**config.mk**
```make
export PLATFORM = sky130hd
export DESIGN_NAME = sti_store_unit
export DESIGN_NICKNAME = d
export VERILOG_FILES = /design/src/sti_pkg.sv /design/src/sti_cond_check.sv /design/src/sti_store_unit.sv
export SDC_FILE = /design/constraint.sdc
export NUM_CORES = 1
export LEC_CHECK = 0
export BUFFER_PORTS_ARGS = -buffer_cell sky130_fd_sc_hd__buf_2
export CORE_ASPECT_RATIO = 1.1
export CORE_MARGIN = 2
export CORE_UTILIZATION = 50
export DETAILED_ROUTE_END_ITERATION = 8
export MAX_ROUTING_LAYER = met4
export PLACE_DENSITY = 0.74
export SETUP_SLACK_MARGIN = 0.05
export SLEW_MARGIN = 20
export SYNTH_ARGS = -nofsm -noshare
export SYNTH_HDL_FRONTEND = slang
export SYNTH_SLANG_ARGS = --single-unit
```
**constraint.sdc**
```tcl
create_clock -name pclk -period 6.19 [get_ports pclk]
set_input_delay 0.619 -clock pclk [delete_from_list [all_inputs] [get_ports pclk]]
set_output_delay 0.619 -clock pclk [all_outputs]
set_load 0.03 [all_outputs]
```
**src/sti_pkg.sv**
```systemverilog
package sti_pkg;
	// Register offsets
	localparam logic [7:0] A_CTRL = 8'h00;
	localparam logic [7:0] A_STATUS = 8'h04;
	localparam logic [7:0] A_COUNT = 8'h08;
	// Control and status fields
	localparam int CTRL_ALIGN_BIT = 0;
	localparam logic CTRL_ALIGN_RST = 1'h0;
	localparam int ST_BUSY_BIT = 0;
	localparam int ST_ALIGN_BIT = 1;
	localparam int ST_ABORT_BIT = 2;
	// Instruction fields
	localparam int B_I = 25;
	localparam int B_P = 24;
	localparam int B_U = 23;
	localparam int B_S = 22;
	localparam int B_W = 21;
	localparam int B_L = 20;
	localparam logic [2:0] OP_MULTI = 3'h4;
	localparam logic [1:0] OP_SINGLE = 2'h1;
	localparam logic [3:0] PC_IDX = 4'hf;
	localparam logic [31:0] WORD_STEP = 32'h4;
	localparam logic [4:0] MODE_USR = 5'h10;
	localparam logic [4:0] MODE_SYS = 5'h1f;
	localparam logic SCC_PRESENT = 1'h1;

	typedef enum logic [4:0] {
		S_IDLE = 5'h01,
		S_BASE = 5'h02,
		S_DATA = 5'h04,
		S_MEM = 5'h08,
		S_FIN = 5'h10
	} sti_state_e;

	typedef struct packed {
		logic [31:0] addr;
		logic [31:0] wdata;
		logic byte_sz;
		logic user;
	} sti_mem_s;

	typedef struct packed {
		logic valid;
		logic [3:0] idx;
		logic [31:0] data;
	} sti_wb_s;
endpackage : sti_pkg

```
**src/sti_cond_check.sv**
```systemverilog
`timescale 1ns/100ps
module sti_cond_check (
	input wire logic [3:0] cond,
	input wire logic [3:0] flags,
	output logic pass
);
	logic n;
	logic z;
	logic c;
	logic v;
	logic base;

	assign {n, z, c, v} = flags;

	// Even codes test, odd codes invert
	always_comb begin
		case (cond[3:1])
			3'h0: base = z;
			3'h1: base = c;
			3'h2: base = n;
			3'h3: base = v;
			3'h4: base = c & ~z;
			3'h5: base = (n == v);
			3'h6: base = ~z & (n == v);
			default: base = 1'b1;
		endcase
		if (cond == 4'hf) begin
			pass = 1'b0;
		end else begin
			pass = cond[0] ? ~base : base;
		end
	end
endmodule : sti_cond_check

```
**src/sti_store_unit.sv**
```systemverilog
`timescale 1ns/100ps
// Behaviour
// - Predicate must pass or instruction skipped
// - Decode user-bank store-multiple form
// - Writeback bit updates base after block, except in the user-bank form or with PC as base
// - Abort leaves original base value
// - Block addresses drop low bits, no rotate
// - Misaligned word store raises alignment exception
// - User-bank form reads user registers
// - Scan mask upward, step address by four
// - Base read from current mode bank
// - User-bank form abort keeps original base
// - Decode word store and its fields
// - Word store writes full 32 bits
// - PC source stores fixed file value
// - Single store abort keeps original base
// - Decode byte store, same field layout
// - Byte store writes low eight bits
// - Translated store marked as user access
// - Lowest register to lowest address
module sti_store_unit (
	input wire logic pclk,
	input wire logic presetn,
	input wire logic [7:0] paddr,
	input wire logic psel,
	input wire logic penable,
	input wire logic pwrite,
	input wire logic [31:0] pwdata,
	output logic [31:0] prdata,
	output logic pready,
	output logic pslverr,
	input wire logic ins_valid,
	input wire logic [31:0] ins_word,
	input wire logic [31:0] ins_offset,
	input wire logic [3:0] flags,
	input wire logic [4:0] cpu_mode,
	output logic ins_ready,
	output logic ins_done,
	output logic [3:0] rf_rd_idx,
	output logic rf_rd_user,
	input wire logic [31:0] rf_rd_data,
	output logic mem_req,
	output sti_pkg::sti_mem_s mem_out,
	input wire logic mem_ack,
	input wire logic mem_abort,
	output sti_pkg::sti_wb_s wb_out,
	output logic align_exc,
	output logic abort_exc
);
	sti_pkg::sti_state_e state_r;
	logic [31:0] ins_r;
	logic [31:0] off_r;
	logic [4:0] mode_r;
	logic [15:0] mask_r;
	logic [31:0] addr_r;
	logic [31:0] wbval_r;
	logic wb_en_r;
	logic ctrl_align_r;
	logic last_align_r;
	logic last_abort_r;
	logic [31:0] count_r;
	logic cond_pass;
	logic dec_multi;
	logic dec_single;
	logic multi_r;
	logic form2_r;
	logic byte_r;
	logic xlate_r;
	logic [31:0] step_n;
	logic [31:0] single_off;
	logic [31:0] single_addr;
	logic [31:0] multi_start;
	logic [31:0] multi_wb;
	logic [15:0] rest;
	logic misalign;
	logic apb_setup;
	logic apb_write;

	function automatic logic [4:0] ones(input logic [15:0] m);
		logic [4:0] k;
		k = 5'h00;
		for (int i = 0; i < 16; i++) begin
			k = k + {4'h0, m[i]};
		end
		return k;
	endfunction : ones

	function automatic logic [3:0] lowest(input logic [15:0] m);
		logic [3:0] k;
		k = 4'h0;
		for (int i = 15; i >= 0; i--) begin
			if (m[i]) begin
				k = 4'(i);
			end
		end
		return k;
	endfunction : lowest

	sti_cond_check u_cond (
		.cond(ins_word[31:28]),
		.flags(flags),
		.pass(cond_pass)
	);

	// Decode of the incoming word
	assign dec_multi = (ins_word[27:25] == sti_pkg::OP_MULTI) &
		~ins_word[sti_pkg::B_L];
	assign dec_single = (ins_word[27:26] == sti_pkg::OP_SINGLE) &
		~ins_word[sti_pkg::B_L];

	// Address arithmetic on the base read this cycle
	assign step_n = {25'h0, ones(ins_r[15:0]), 2'h0};
	assign single_off = ins_r[sti_pkg::B_I] ? off_r : {20'h0, ins_r[11:0]};
	assign single_addr = ins_r[sti_pkg::B_U] ? rf_rd_data + single_off :
		rf_rd_data - single_off;
	always_comb begin
		case ({ins_r[sti_pkg::B_P], ins_r[sti_pkg::B_U]})
			2'h1: multi_start = rf_rd_data;
			2'h3: multi_start = rf_rd_data + sti_pkg::WORD_STEP;
			2'h0: multi_start = rf_rd_data - step_n + sti_pkg::WORD_STEP;
			default: multi_start = rf_rd_data - step_n;
		endcase
	end
	assign multi_wb = ins_r[sti_pkg::B_U] ? rf_rd_data + step_n :
		rf_rd_data - step_n;
	assign rest = mask_r & (mask_r - 16'h0001);
	assign misalign = ~byte_r & ctrl_align_r & sti_pkg::SCC_PRESENT &
		(addr_r[1:0] != 2'h0);

	// Instruction sequencer
	always_ff @(posedge pclk or negedge presetn) begin
		if (!presetn) begin
			state_r <= sti_pkg::S_IDLE;
			ins_ready <= 1'b0;
			ins_done <= 1'b0;
			ins_r <= 32'h0;
			off_r <= 32'h0;
			mode_r <= 5'h00;
			multi_r <= 1'b0;
			form2_r <= 1'b0;
			byte_r <= 1'b0;
			xlate_r <= 1'b0;
			mask_r <= 16'h0;
			addr_r <= 32'h0;
			wbval_r <= 32'h0;
			wb_en_r <= 1'b0;
			rf_rd_idx <= 4'h0;
			rf_rd_user <= 1'b0;
			align_exc <= 1'b0;
			abort_exc <= 1'b0;
			wb_out <= '0;
		end else begin
			ins_done <= 1'b0;
			align_exc <= 1'b0;
			abort_exc <= 1'b0;
			wb_out.valid <= 1'b0;
			case (state_r)
				sti_pkg::S_IDLE: begin
					ins_ready <= 1'b1;
					if (ins_valid && ins_ready) begin
						ins_ready <= 1'b0;
						ins_r <= ins_word;
						off_r <= ins_offset;
						mode_r <= cpu_mode;
						multi_r <= dec_multi;
						form2_r <= dec_multi & ins_word[sti_pkg::B_S];
						byte_r <= dec_single & ins_word[sti_pkg::B_S];
						xlate_r <= dec_single & ~ins_word[sti_pkg::B_P] &
							ins_word[sti_pkg::B_W];
						if (cond_pass && (dec_multi || dec_single)) begin
							rf_rd_idx <= ins_word[19:16];
							rf_rd_user <= 1'b0;
							state_r <= sti_pkg::S_BASE;
						end else begin
							state_r <= sti_pkg::S_FIN;
						end
					end
				end
				sti_pkg::S_BASE: begin
					if (multi_r) begin
						addr_r <= multi_start;
						wbval_r <= multi_wb;
						wb_en_r <= ins_r[sti_pkg::B_W] & ~form2_r &
							(ins_r[19:16] != sti_pkg::PC_IDX);
						mask_r <= ins_r[15:0];
						rf_rd_idx <= lowest(ins_r[15:0]);
						rf_rd_user <= form2_r;
						state_r <= (ins_r[15:0] == 16'h0) ? sti_pkg::S_FIN :
							sti_pkg::S_DATA;
					end else begin
						addr_r <= ins_r[sti_pkg::B_P] ? single_addr : rf_rd_data;
						wbval_r <= single_addr;
						wb_en_r <= (~ins_r[sti_pkg::B_P] | ins_r[sti_pkg::B_W]) &
							(ins_r[19:16] != sti_pkg::PC_IDX);
						rf_rd_idx <= ins_r[15:12];
						rf_rd_user <= 1'b0;
						state_r <= sti_pkg::S_DATA;
					end
				end
				sti_pkg::S_DATA: begin
					if (misalign) begin
						align_exc <= 1'b1;
						state_r <= sti_pkg::S_FIN;
					end else begin
						state_r <= sti_pkg::S_MEM;
					end
				end
				sti_pkg::S_MEM: begin
					if (mem_ack) begin
						if (mem_abort) begin
							abort_exc <= 1'b1;
							state_r <= sti_pkg::S_FIN;
						end else if (multi_r && (rest != 16'h0)) begin
							mask_r <= rest;
							addr_r <= addr_r + sti_pkg::WORD_STEP;
							rf_rd_idx <= lowest(rest);
							state_r <= sti_pkg::S_DATA;
						end else begin
							wb_out.valid <= wb_en_r;
							wb_out.idx <= ins_r[19:16];
							wb_out.data <= wbval_r;
							state_r <= sti_pkg::S_FIN;
						end
					end
				end
				sti_pkg::S_FIN: begin
					ins_done <= 1'b1;
					ins_ready <= 1'b1;
					state_r <= sti_pkg::S_IDLE;
				end
				default: begin
					state_r <= sti_pkg::S_IDLE;
				end
			endcase
		end
	end

	// Memory request
	always_ff @(posedge pclk or negedge presetn) begin
		if (!presetn) begin
			mem_req <= 1'b0;
			mem_out <= '0;
		end else if (state_r == sti_pkg::S_DATA && !misalign) begin
			mem_req <= 1'b1;
			mem_out.addr <= multi_r ? {addr_r[31:2], 2'h0} : addr_r;
			mem_out.wdata <= byte_r ? {24'h0, rf_rd_data[7:0]} :
				rf_rd_data;
			mem_out.byte_sz <= byte_r;
			mem_out.user <= (mode_r == sti_pkg::MODE_USR) | xlate_r;
		end else if (mem_req && mem_ack) begin
			mem_req <= 1'b0;
		end
	end

	// Outcome flags and store count
	always_ff @(posedge pclk or negedge presetn) begin
		if (!presetn) begin
			last_align_r <= 1'b0;
			last_abort_r <= 1'b0;
			count_r <= 32'h0;
		end else begin
			if (align_exc) begin
				last_align_r <= 1'b1;
			end else if (state_r == sti_pkg::S_BASE) begin
				last_align_r <= 1'b0;
			end
			if (abort_exc) begin
				last_abort_r <= 1'b1;
			end else if (state_r == sti_pkg::S_BASE) begin
				last_abort_r <= 1'b0;
			end
			if (mem_req && mem_ack && !mem_abort) begin
				count_r <= count_r + 32'h1;
			end
		end
	end

	// APB slave, zero wait states
	assign apb_setup = psel & ~penable;
	assign apb_write = psel & penable & pready & pwrite;
	always_ff @(posedge pclk or negedge presetn) begin
		if (!presetn) begin
			pready <= 1'b0;
			pslverr <= 1'b0;
			prdata <= 32'h0;
			ctrl_align_r <= sti_pkg::CTRL_ALIGN_RST;
		end else begin
			pready <= 1'b1;
			if (apb_setup) begin
				pslverr <= 1'b0;
				case (paddr)
					sti_pkg::A_CTRL: prdata <= {31'h0, ctrl_align_r};
					sti_pkg::A_STATUS: prdata <= {29'h0, last_abort_r,
						last_align_r, state_r != sti_pkg::S_IDLE};
					sti_pkg::A_COUNT: prdata <= count_r;
					default: begin
						prdata <= 32'h0;
						pslverr <= 1'b1;
					end
				endcase
			end
			if (apb_write && paddr == sti_pkg::A_CTRL) begin
				ctrl_align_r <= pwdata[sti_pkg::CTRL_ALIGN_BIT];
			end
		end
	end

	AST_COND_SKIP: assert property (@(posedge pclk) disable iff (!presetn)
		state_r == sti_pkg::S_IDLE && ins_valid && ins_ready && !cond_pass
		|=> state_r == sti_pkg::S_FIN ##1 ins_done && !mem_req)
		else $error("failed predicate started a store");
	AST_BASE_BANK: assert property (@(posedge pclk) disable iff (!presetn)
		state_r == sti_pkg::S_BASE |-> !rf_rd_user && rf_rd_idx == ins_r[19:16])
		else $error("base not read from current bank");
	AST_USER_BANK: assert property (@(posedge pclk) disable iff (!presetn)
		state_r == sti_pkg::S_DATA && form2_r |-> rf_rd_user)
		else $error("user-bank form read banked copy");
	AST_ABORT_KEEP: assert property (@(posedge pclk) disable iff (!presetn)
		mem_req && mem_ack && mem_abort |=> abort_exc && !wb_out.valid
		##1 !wb_out.valid && ins_done)
		else $error("base written back after abort");
	AST_FORM2_NOWB: assert property (@(posedge pclk) disable iff (!presetn)
		wb_out.valid |-> !form2_r && wb_out.idx != sti_pkg::PC_IDX)
		else $error("forbidden base writeback");
	AST_BLOCK_ADDR: assert property (@(posedge pclk) disable iff (!presetn)
		mem_req && multi_r |-> mem_out.addr[1:0] == 2'h0 && !mem_out.byte_sz)
		else $error("block address not word aligned");
	AST_STEP_FOUR: assert property (@(posedge pclk) disable iff (!presetn)
		mem_req && mem_ack && !mem_abort && multi_r && rest != 16'h0
		|=> ##1 mem_req && mem_out.addr == $past(mem_out.addr, 2) + 32'h4)
		else $error("block address did not step by four");
	AST_ALIGN_TRAP: assert property (@(posedge pclk) disable iff (!presetn)
		state_r == sti_pkg::S_DATA && misalign |=> align_exc && !mem_req)
		else $error("misaligned word store not trapped");
	AST_BYTE_LANE: assert property (@(posedge pclk) disable iff (!presetn)
		$rose(mem_req) && byte_r |-> mem_out.wdata[31:8] == 24'h0
		&& mem_out.wdata[7:0] == $past(rf_rd_data[7:0]))
		else $error("byte store carries more than low byte");
	AST_XLATE_USER: assert property (@(posedge pclk) disable iff (!presetn)
		mem_req && xlate_r |-> mem_out.user)
		else $error("translated store not marked user");
endmodule : sti_store_unit

```
**Yosys cells after proc, flatten, opt, wreduce, memory -nomap -nowiden**

Cells that the tools add are included.

- Register bits: 335
- Bits of input ports: 153
- Output and inout bits: 147
- Word-level logic and storage cells: 239

- Add/subtract/negate cells: 24
- Equality and inequality tests: 28
- Muxes and demuxes: 93
- Bitwise gates (word level): 30
- Reduce and logical (&&, ||, !) cells: 31

Operator list:

| operator | number |
|---|---|
| 2-to-1 mux 32 bit | 10 |
| case mux 32 bit (3 select lines) | 2 |
| 2-to-1 mux 4 bit | 38 |
| 2-to-1 mux 37 bit | 4 |
| adder 32 x 3 -> 32 bit (second input constant) | 3 |
| 2-to-1 mux 16 bit | 4 |
| case mux 32 bit (2 select lines) | 1 |
| adder 5 x 1 -> 5 bit | 11 |
| 2-to-1 mux 5 bit | 8 |
| adder 32 x 1 -> 32 bit (second input constant) | 1 |
| adder 32 bit | 1 |
| adder 32 x 7 -> 32 bit | 1 |
| case mux 16 bit (2 select lines) | 1 |
| subtractor 32 bit | 1 |
| subtractor 32 x 7 -> 32 bit | 1 |
| case mux 5 bit (4 select lines) | 1 |
| 2-to-1 mux 1 bit | 19 |
| bitwise AND 1 bit | 17 |
| bitwise AND 16 bit | 1 |
| logical NOT 16 bit | 1 |
| nonzero test 16 bit | 1 |
| subtractor 16 x 1 -> 16 bit (second input constant) | 1 |
| nonzero test 2 bit | 7 |
| == test 3 bit (second input constant) | 4 |
| 39 further kinds | 67 |

**Depth between registers and ports, before layout**

- Depth in word-level cells: 22
- Mapped depth: 26
- Mapped depth without buffers: 24

**Cells and area by module**

From an unflattened synthesis, not the netlist that was laid out.

- Cells, all modules: 2543
- Area total of the unflattened synthesis: 21774.6 um^2

Modules (own cells, without submodules):

| module | times used | cells each | area each (um^2) | sequential area each (um^2) |
|---|---|---|---|---|
| sti_store_unit | 1 | 2534 | 21684.5 | 8334.2 |
| sti_cond_check | 1 | 9 | 90.1 | 0.0 |

**Least setup slack after synthesis**

No wires, ideal clock.

- Kind: register to register
- Start point: reg ins_r[5]
- End point: reg addr_r[26]
- Setup time: 0.082 ns
- Arrival time: 6.715 ns
- Required time: 6.108 ns
- Setup slack: -0.606 ns
- Stages on the path, launching flop included: 24
- Path buffers: 2
- Period minus slack after synthesis: 6.796 ns
- Path through: dfrtp_1 > clkbuf_1 > inv_1 > fa_1 > fa_1 > fa_1 > fa_1 > inv_1 > ha_1 > fa_1 > a21o_1 > and2_1 > ha_1 > clkbuf_1 > inv_1 > and4_1 > nor3_4 > nand2_4 > or4b_4 > a2111oi_4 > a41o_1 > a21oi_1 > or4_1 > a31oi_1

- Cells in the longest elaborated chain, start to end: 16
- Elaborated cells on any way between the ends: 21
- Those cells by class: add/sub: 15; mux: 6

Ends and longest elaborated chain:

| what | line | source |
|---|---|---|
| start: declaration | sti_store_unit.sv:51 | `logic [31:0] ins_r;` |
| start signal: assignment | sti_store_unit.sv:162 | `ins_r <= ins_word;` |
| adder 5 x 1 -> 5 bit (11 in series) | sti_store_unit.sv:83 | `k = k + {4'h0, m[i]};` |
| subtractor 32 x 7 -> 32 bit | sti_store_unit.sv:120, sti_store_unit.sv:121 |  |
| adder 32 x 3 -> 32 bit | sti_store_unit.sv:120 | `2'h0: multi_start = rf_rd_data - step_n + sti_pkg::WORD_STEP;` |
| case mux 32 bit (3 select lines) | sti_store_unit.sv:117 | `case ({ins_r[sti_pkg::B_P], ins_r[sti_pkg::B_U]})` |
| 2-to-1 mux 32 bit (*) | sti_store_unit.sv:180 | `if (multi_r) begin` |
| case mux 32 bit (2 select lines) (*) | sti_store_unit.sv:157 | `case (state_r)` |
| end signal: assignment | sti_store_unit.sv:181 | `addr_r <= multi_start;` |
| end signal: assignment | sti_store_unit.sv:191 | `addr_r <= ins_r[sti_pkg::B_P] ? single_addr : rf_rd_data;` |
| end signal: assignment | sti_store_unit.sv:215 | `addr_r <= addr_r + sti_pkg::WORD_STEP;` |
| end: declaration | sti_store_unit.sv:55 | `logic [31:0] addr_r;` |

Every way passes the cells marked *; elsewhere a longest branch is shown, timed or not.
A chain may end at the register's enable or synchronous reset.

**Worst setup path in the final report**

- Start point: reg ins_r[11]
- End point: reg addr_r[26]

- Cells in the longest elaborated chain, start to end: 10
- Elaborated cells on any way between the ends: 15
- Those cells by class: add/sub: 9; mux: 6

Ends and longest elaborated chain:

| what | line |
|---|---|
| adder 5 x 1 -> 5 bit (5 in series) | sti_store_unit.sv:83 |
| subtractor 32 x 7 -> 32 bit | sti_store_unit.sv:120, sti_store_unit.sv:121 |
| adder 32 x 3 -> 32 bit | sti_store_unit.sv:120 |
| case mux 32 bit (3 select lines) | sti_store_unit.sv:117 |
| 2-to-1 mux 32 bit (*) | sti_store_unit.sv:180 |
| case mux 32 bit (2 select lines) (*) | sti_store_unit.sv:157 |

Marked as above.

==> flow_metrics.py <==
metrics = {
    "finish": {
        "drive_above_1_share_pct": 27.3,
        "layout_commonest_cell": "dfrtp_1",
        "area_growth_syn_to_layout_pct": 22.0,
        "fin_nets": 3073,
        "final_core_util_pct": 61.8,
        "mostFrequentLayoutCells": "dfrtp_1, nand2_1, buf_2, buf_4, o21ai_0",
    },
    "floorplan": {
        "initial_utilization_pct": 50.7,
        "core_area_um2": 43400,
        "die_h_um": 224,
        "dieArea_um2": 45700,
        "io_pins": 300,
        "placement_rows": 80,
        "die_w_um": 204,
    },
    "timing": {
        "fmax_mhz": 156,
        "worstMarginPinSlew_ns": 1.07,
        "finalHoldViolations": 0,
        "fin_crit_ns": 6.40,
        "setup_viol": 12,
        "rsz0062_at_grt": "true",
        "relSlewSlack_pct": 28.5,
        "finClkSkew_ns": 0.0350,
        "period_share_pct": 103,
        "worst_slack_ns": -0.209,
        "finalMaxSlewViolations": 0,
    },
    "placed_design": {
        "place_congestion": 0.960,
        "port_buffers": 268,
        "hpwl_um": 58900,
    },
    "detailed_routing": {
        "dr.pass1.iters": 5,
        "drc": 0,
        "drt_iter0_drc": 1832,
        "antenna_left": 0,
        "totalWireLength_um": 78400,
        "via_per_inst": 6.15,
        "wl_per_cell_um": 22.7,
        "vias": 21200,
    },
    "outcome": {
        "status": "complete, but fails checks",
        "violations": "setup timing",
    },
    "critical_path": {
        "path_class": "reg -> reg",
        "r2r-start": "ins_r[11]$_DFFE_PN0P_",
        "ff2ff_setup_slack_ns": -0.21,
        "cp_max_fo": 5,
        "rr_endpoint": "addr_r[26]$_DFFE_PN0P_",
        "cp.arrival_ns": 6.86,
        "required_ns": 6.65,
        "r2r_cells": 23,
        "endpoint_kind": "flip-flop",
        "startpoint_type": "flip-flop",
    },
    "clocking": {
        "cts_buffer_depth": 3,
        "cts_num_sinks": 333,
        "h-tree-depth": 2,
        "cts_tree": "done",
        "cts_buffers": 36,
        "cts_hold_buf": 0,
        "root_buffer": "clkbuf_16",
        "clk_pin_slew_worst_paths_ns": 0.06,
        "clk_latency_ns": 0.57,
    },
    "yosys": {
        "syn_area_per_cell_um2": 8.79,
        "ys_warn_count": 0,
        "synth_edf_count": 0,
        "yosys_register_bits": 333,
        "synth.distinct_cells": 91,
        "synth_flop_cell": "dfrtp_1",
        "synth_seq_area_share_pct": 37.9,
        "synth.net_count": 2725,
        "synthCells": 2504,
        "synthesis.area_um2": 22000,
        "synthArstFlopShare_pct": 100,
    },
    "job": {
        "maxCapViolCount": 0,
    },
    "min_path": {
        "hold_path.class": "in -> async",
    },
    "grt": {
        "grt_usage_pct": 34.6,
        "antenna_found_initial": 1,
        "grt_max_degree": 156,
        "grt-ovfl-total": 0,
        "grt_first_pass_wirelength_um": 118000,
        "grt_pass1_vias": 20300,
    },
}
[metal layers]
metal	GRT usage [%]	up-vias	wire length, µm
li1	-	9817	-
met1	45.1	10300	32500
met2	53.6	930	36100
met3	5.88	190	6320
met4	14.4	0	3540
met5	-	-	0
[cell type report]
| class | instances | area (µm²) |
|---|---|---|
| Multi-Input combinational cell | 1928 | 13300 |
| Fill cell | 3794 | 16600 |
| Timing Repair Buffer | 478 | 2990 |
| Antenna cell | 1 | 2.50 |
| Inverter | 75 | 288 |
| Tap cell | 574 | 718 |
| Sequential cell | 333 | 8340 |
| Clock inverter | 16 | 254 |
| Clock buffer | 46 | 1010 |
[cell families after synthesis]
family | share of synthesized area [%]
other | 0.0170
AO/OA/AOI/OAI | 20.8
adder cells (fa/ha/maj) | 4.63
multiplexers | 8.14
XOR/XNOR | 6.41
buffers and inverters | 4.28
AND/OR/NAND/NOR | 17.9
flip-flops | 37.9
[synth_stat cells (39+ instances only)]
| library cell | count | area (µm²) |
|---|---|---|
| ha_1 | 55 | 688 |
| nand2_1 | 281 | 1050 |
| dfrtp_1 | 332 | 8310 |
| xor2_1 | 55 | 482 |
| clkbuf_1 | 140 | 526 |
| nor3_1 | 53 | 265 |
| a22o_1 | 39 | 342 |
| inv_1 | 72 | 270 |
| a21oi_1 | 178 | 891 |
| nand3_1 | 75 | 375 |
| nand4_1 | 40 | 250 |
| o21ai_0 | 194 | 971 |
| nor2_1 | 190 | 713 |
| xnor2_1 | 106 | 928 |
| mux2_2 | 121 | 1360 |
| mux2i_1 | 43 | 430 |
[flip-flops by register name (all words and copies together) (netlist names), 4 cells and up]
name / flops
off_r: 32
mem_out: 66
count_r: 32
addr_r: 32
prdata: 32
ins_r: 24
mode_r: 5
wb_out: 37
wbval_r: 32
state_r: 5
rf_rd_idx: 4
mask_r: 16
[per-stage QoR]
stage	setup slack, ns	hold slack [ns]	std cells	cell area (µm²)	setup TNS [ns]
after floorplan	-0.110	0.323	2504	22100	-0.110
after detailed placement	-0.456	0.435	3367	25000	-3.58
final	-0.209	0.104	3451	26900	-1.03
after global placement	-0.312	0.434	3367	25000	-1.94
after global routing	-0.398	0.166	3451	26900	-3.32
after CTS	-0.237	0.120	3442	26500	-1.13
[critical path, cell delays in order (launching register included)]
cell	delay, ns
dfrtp_1	0.37
inv_2	0.06
fa_1	0.56
fa_1	0.44
fa_2	0.59
fa_1	0.41
inv_1	0.07
ha_2	0.18
fa_2	0.21
a21o_1	0.12
and2_4	0.15
buf_6	0.09
inv_2	0.03
ha_4	0.17
or4b_4	0.53
nor3_4	0.28
nand2_4	0.07
or4b_4	0.57
a2111oi_4	0.32
buf_4	0.20
a41o_1	0.15
a21oi_1	0.04
or4_1	0.50
a31oi_1	0.18
[what timing repair did]
action | 4_1_cts | 5_1_grt
setup endpoints to repair | 22 | 30
pin swaps | 38 | 34
setup buffers | 13 | 11
resized for setup | 37 | 63
[worst max-delay path by stage]
stage | slack (ns) | depth (start not counted) | end | start
finish | -0.21 | 23 | addr_r[26]$_DFFE_PN0P_ | ins_r[11]$_DFFE_PN0P_
global route | -0.40 | 20 | addr_r[26]$_DFFE_PN0P_ | ins_r[11]$_DFFE_PN0P_
CTS | -0.24 | 22 | addr_r[26]$_DFFE_PN0P_ | ins_r[3]$_DFFE_PN0P_
detailed placement | -0.46 | 21 | addr_r[28]$_DFFE_PN0P_ | ins_r[11]$_DFFE_PN0P_
global placement | -0.31 | 23 | addr_r[8]$_DFFE_PN0P_ | ins_r[9]$_DFFE_PN0P_
floorplan | -0.11 | 20 | addr_r[26]$_DFFE_PN0P_ | ins_r[9]$_DFFE_PN0P_
Power is not shown: default switching activity piles up to over one toggle a cycle in this logic, so the estimate is an artifact.
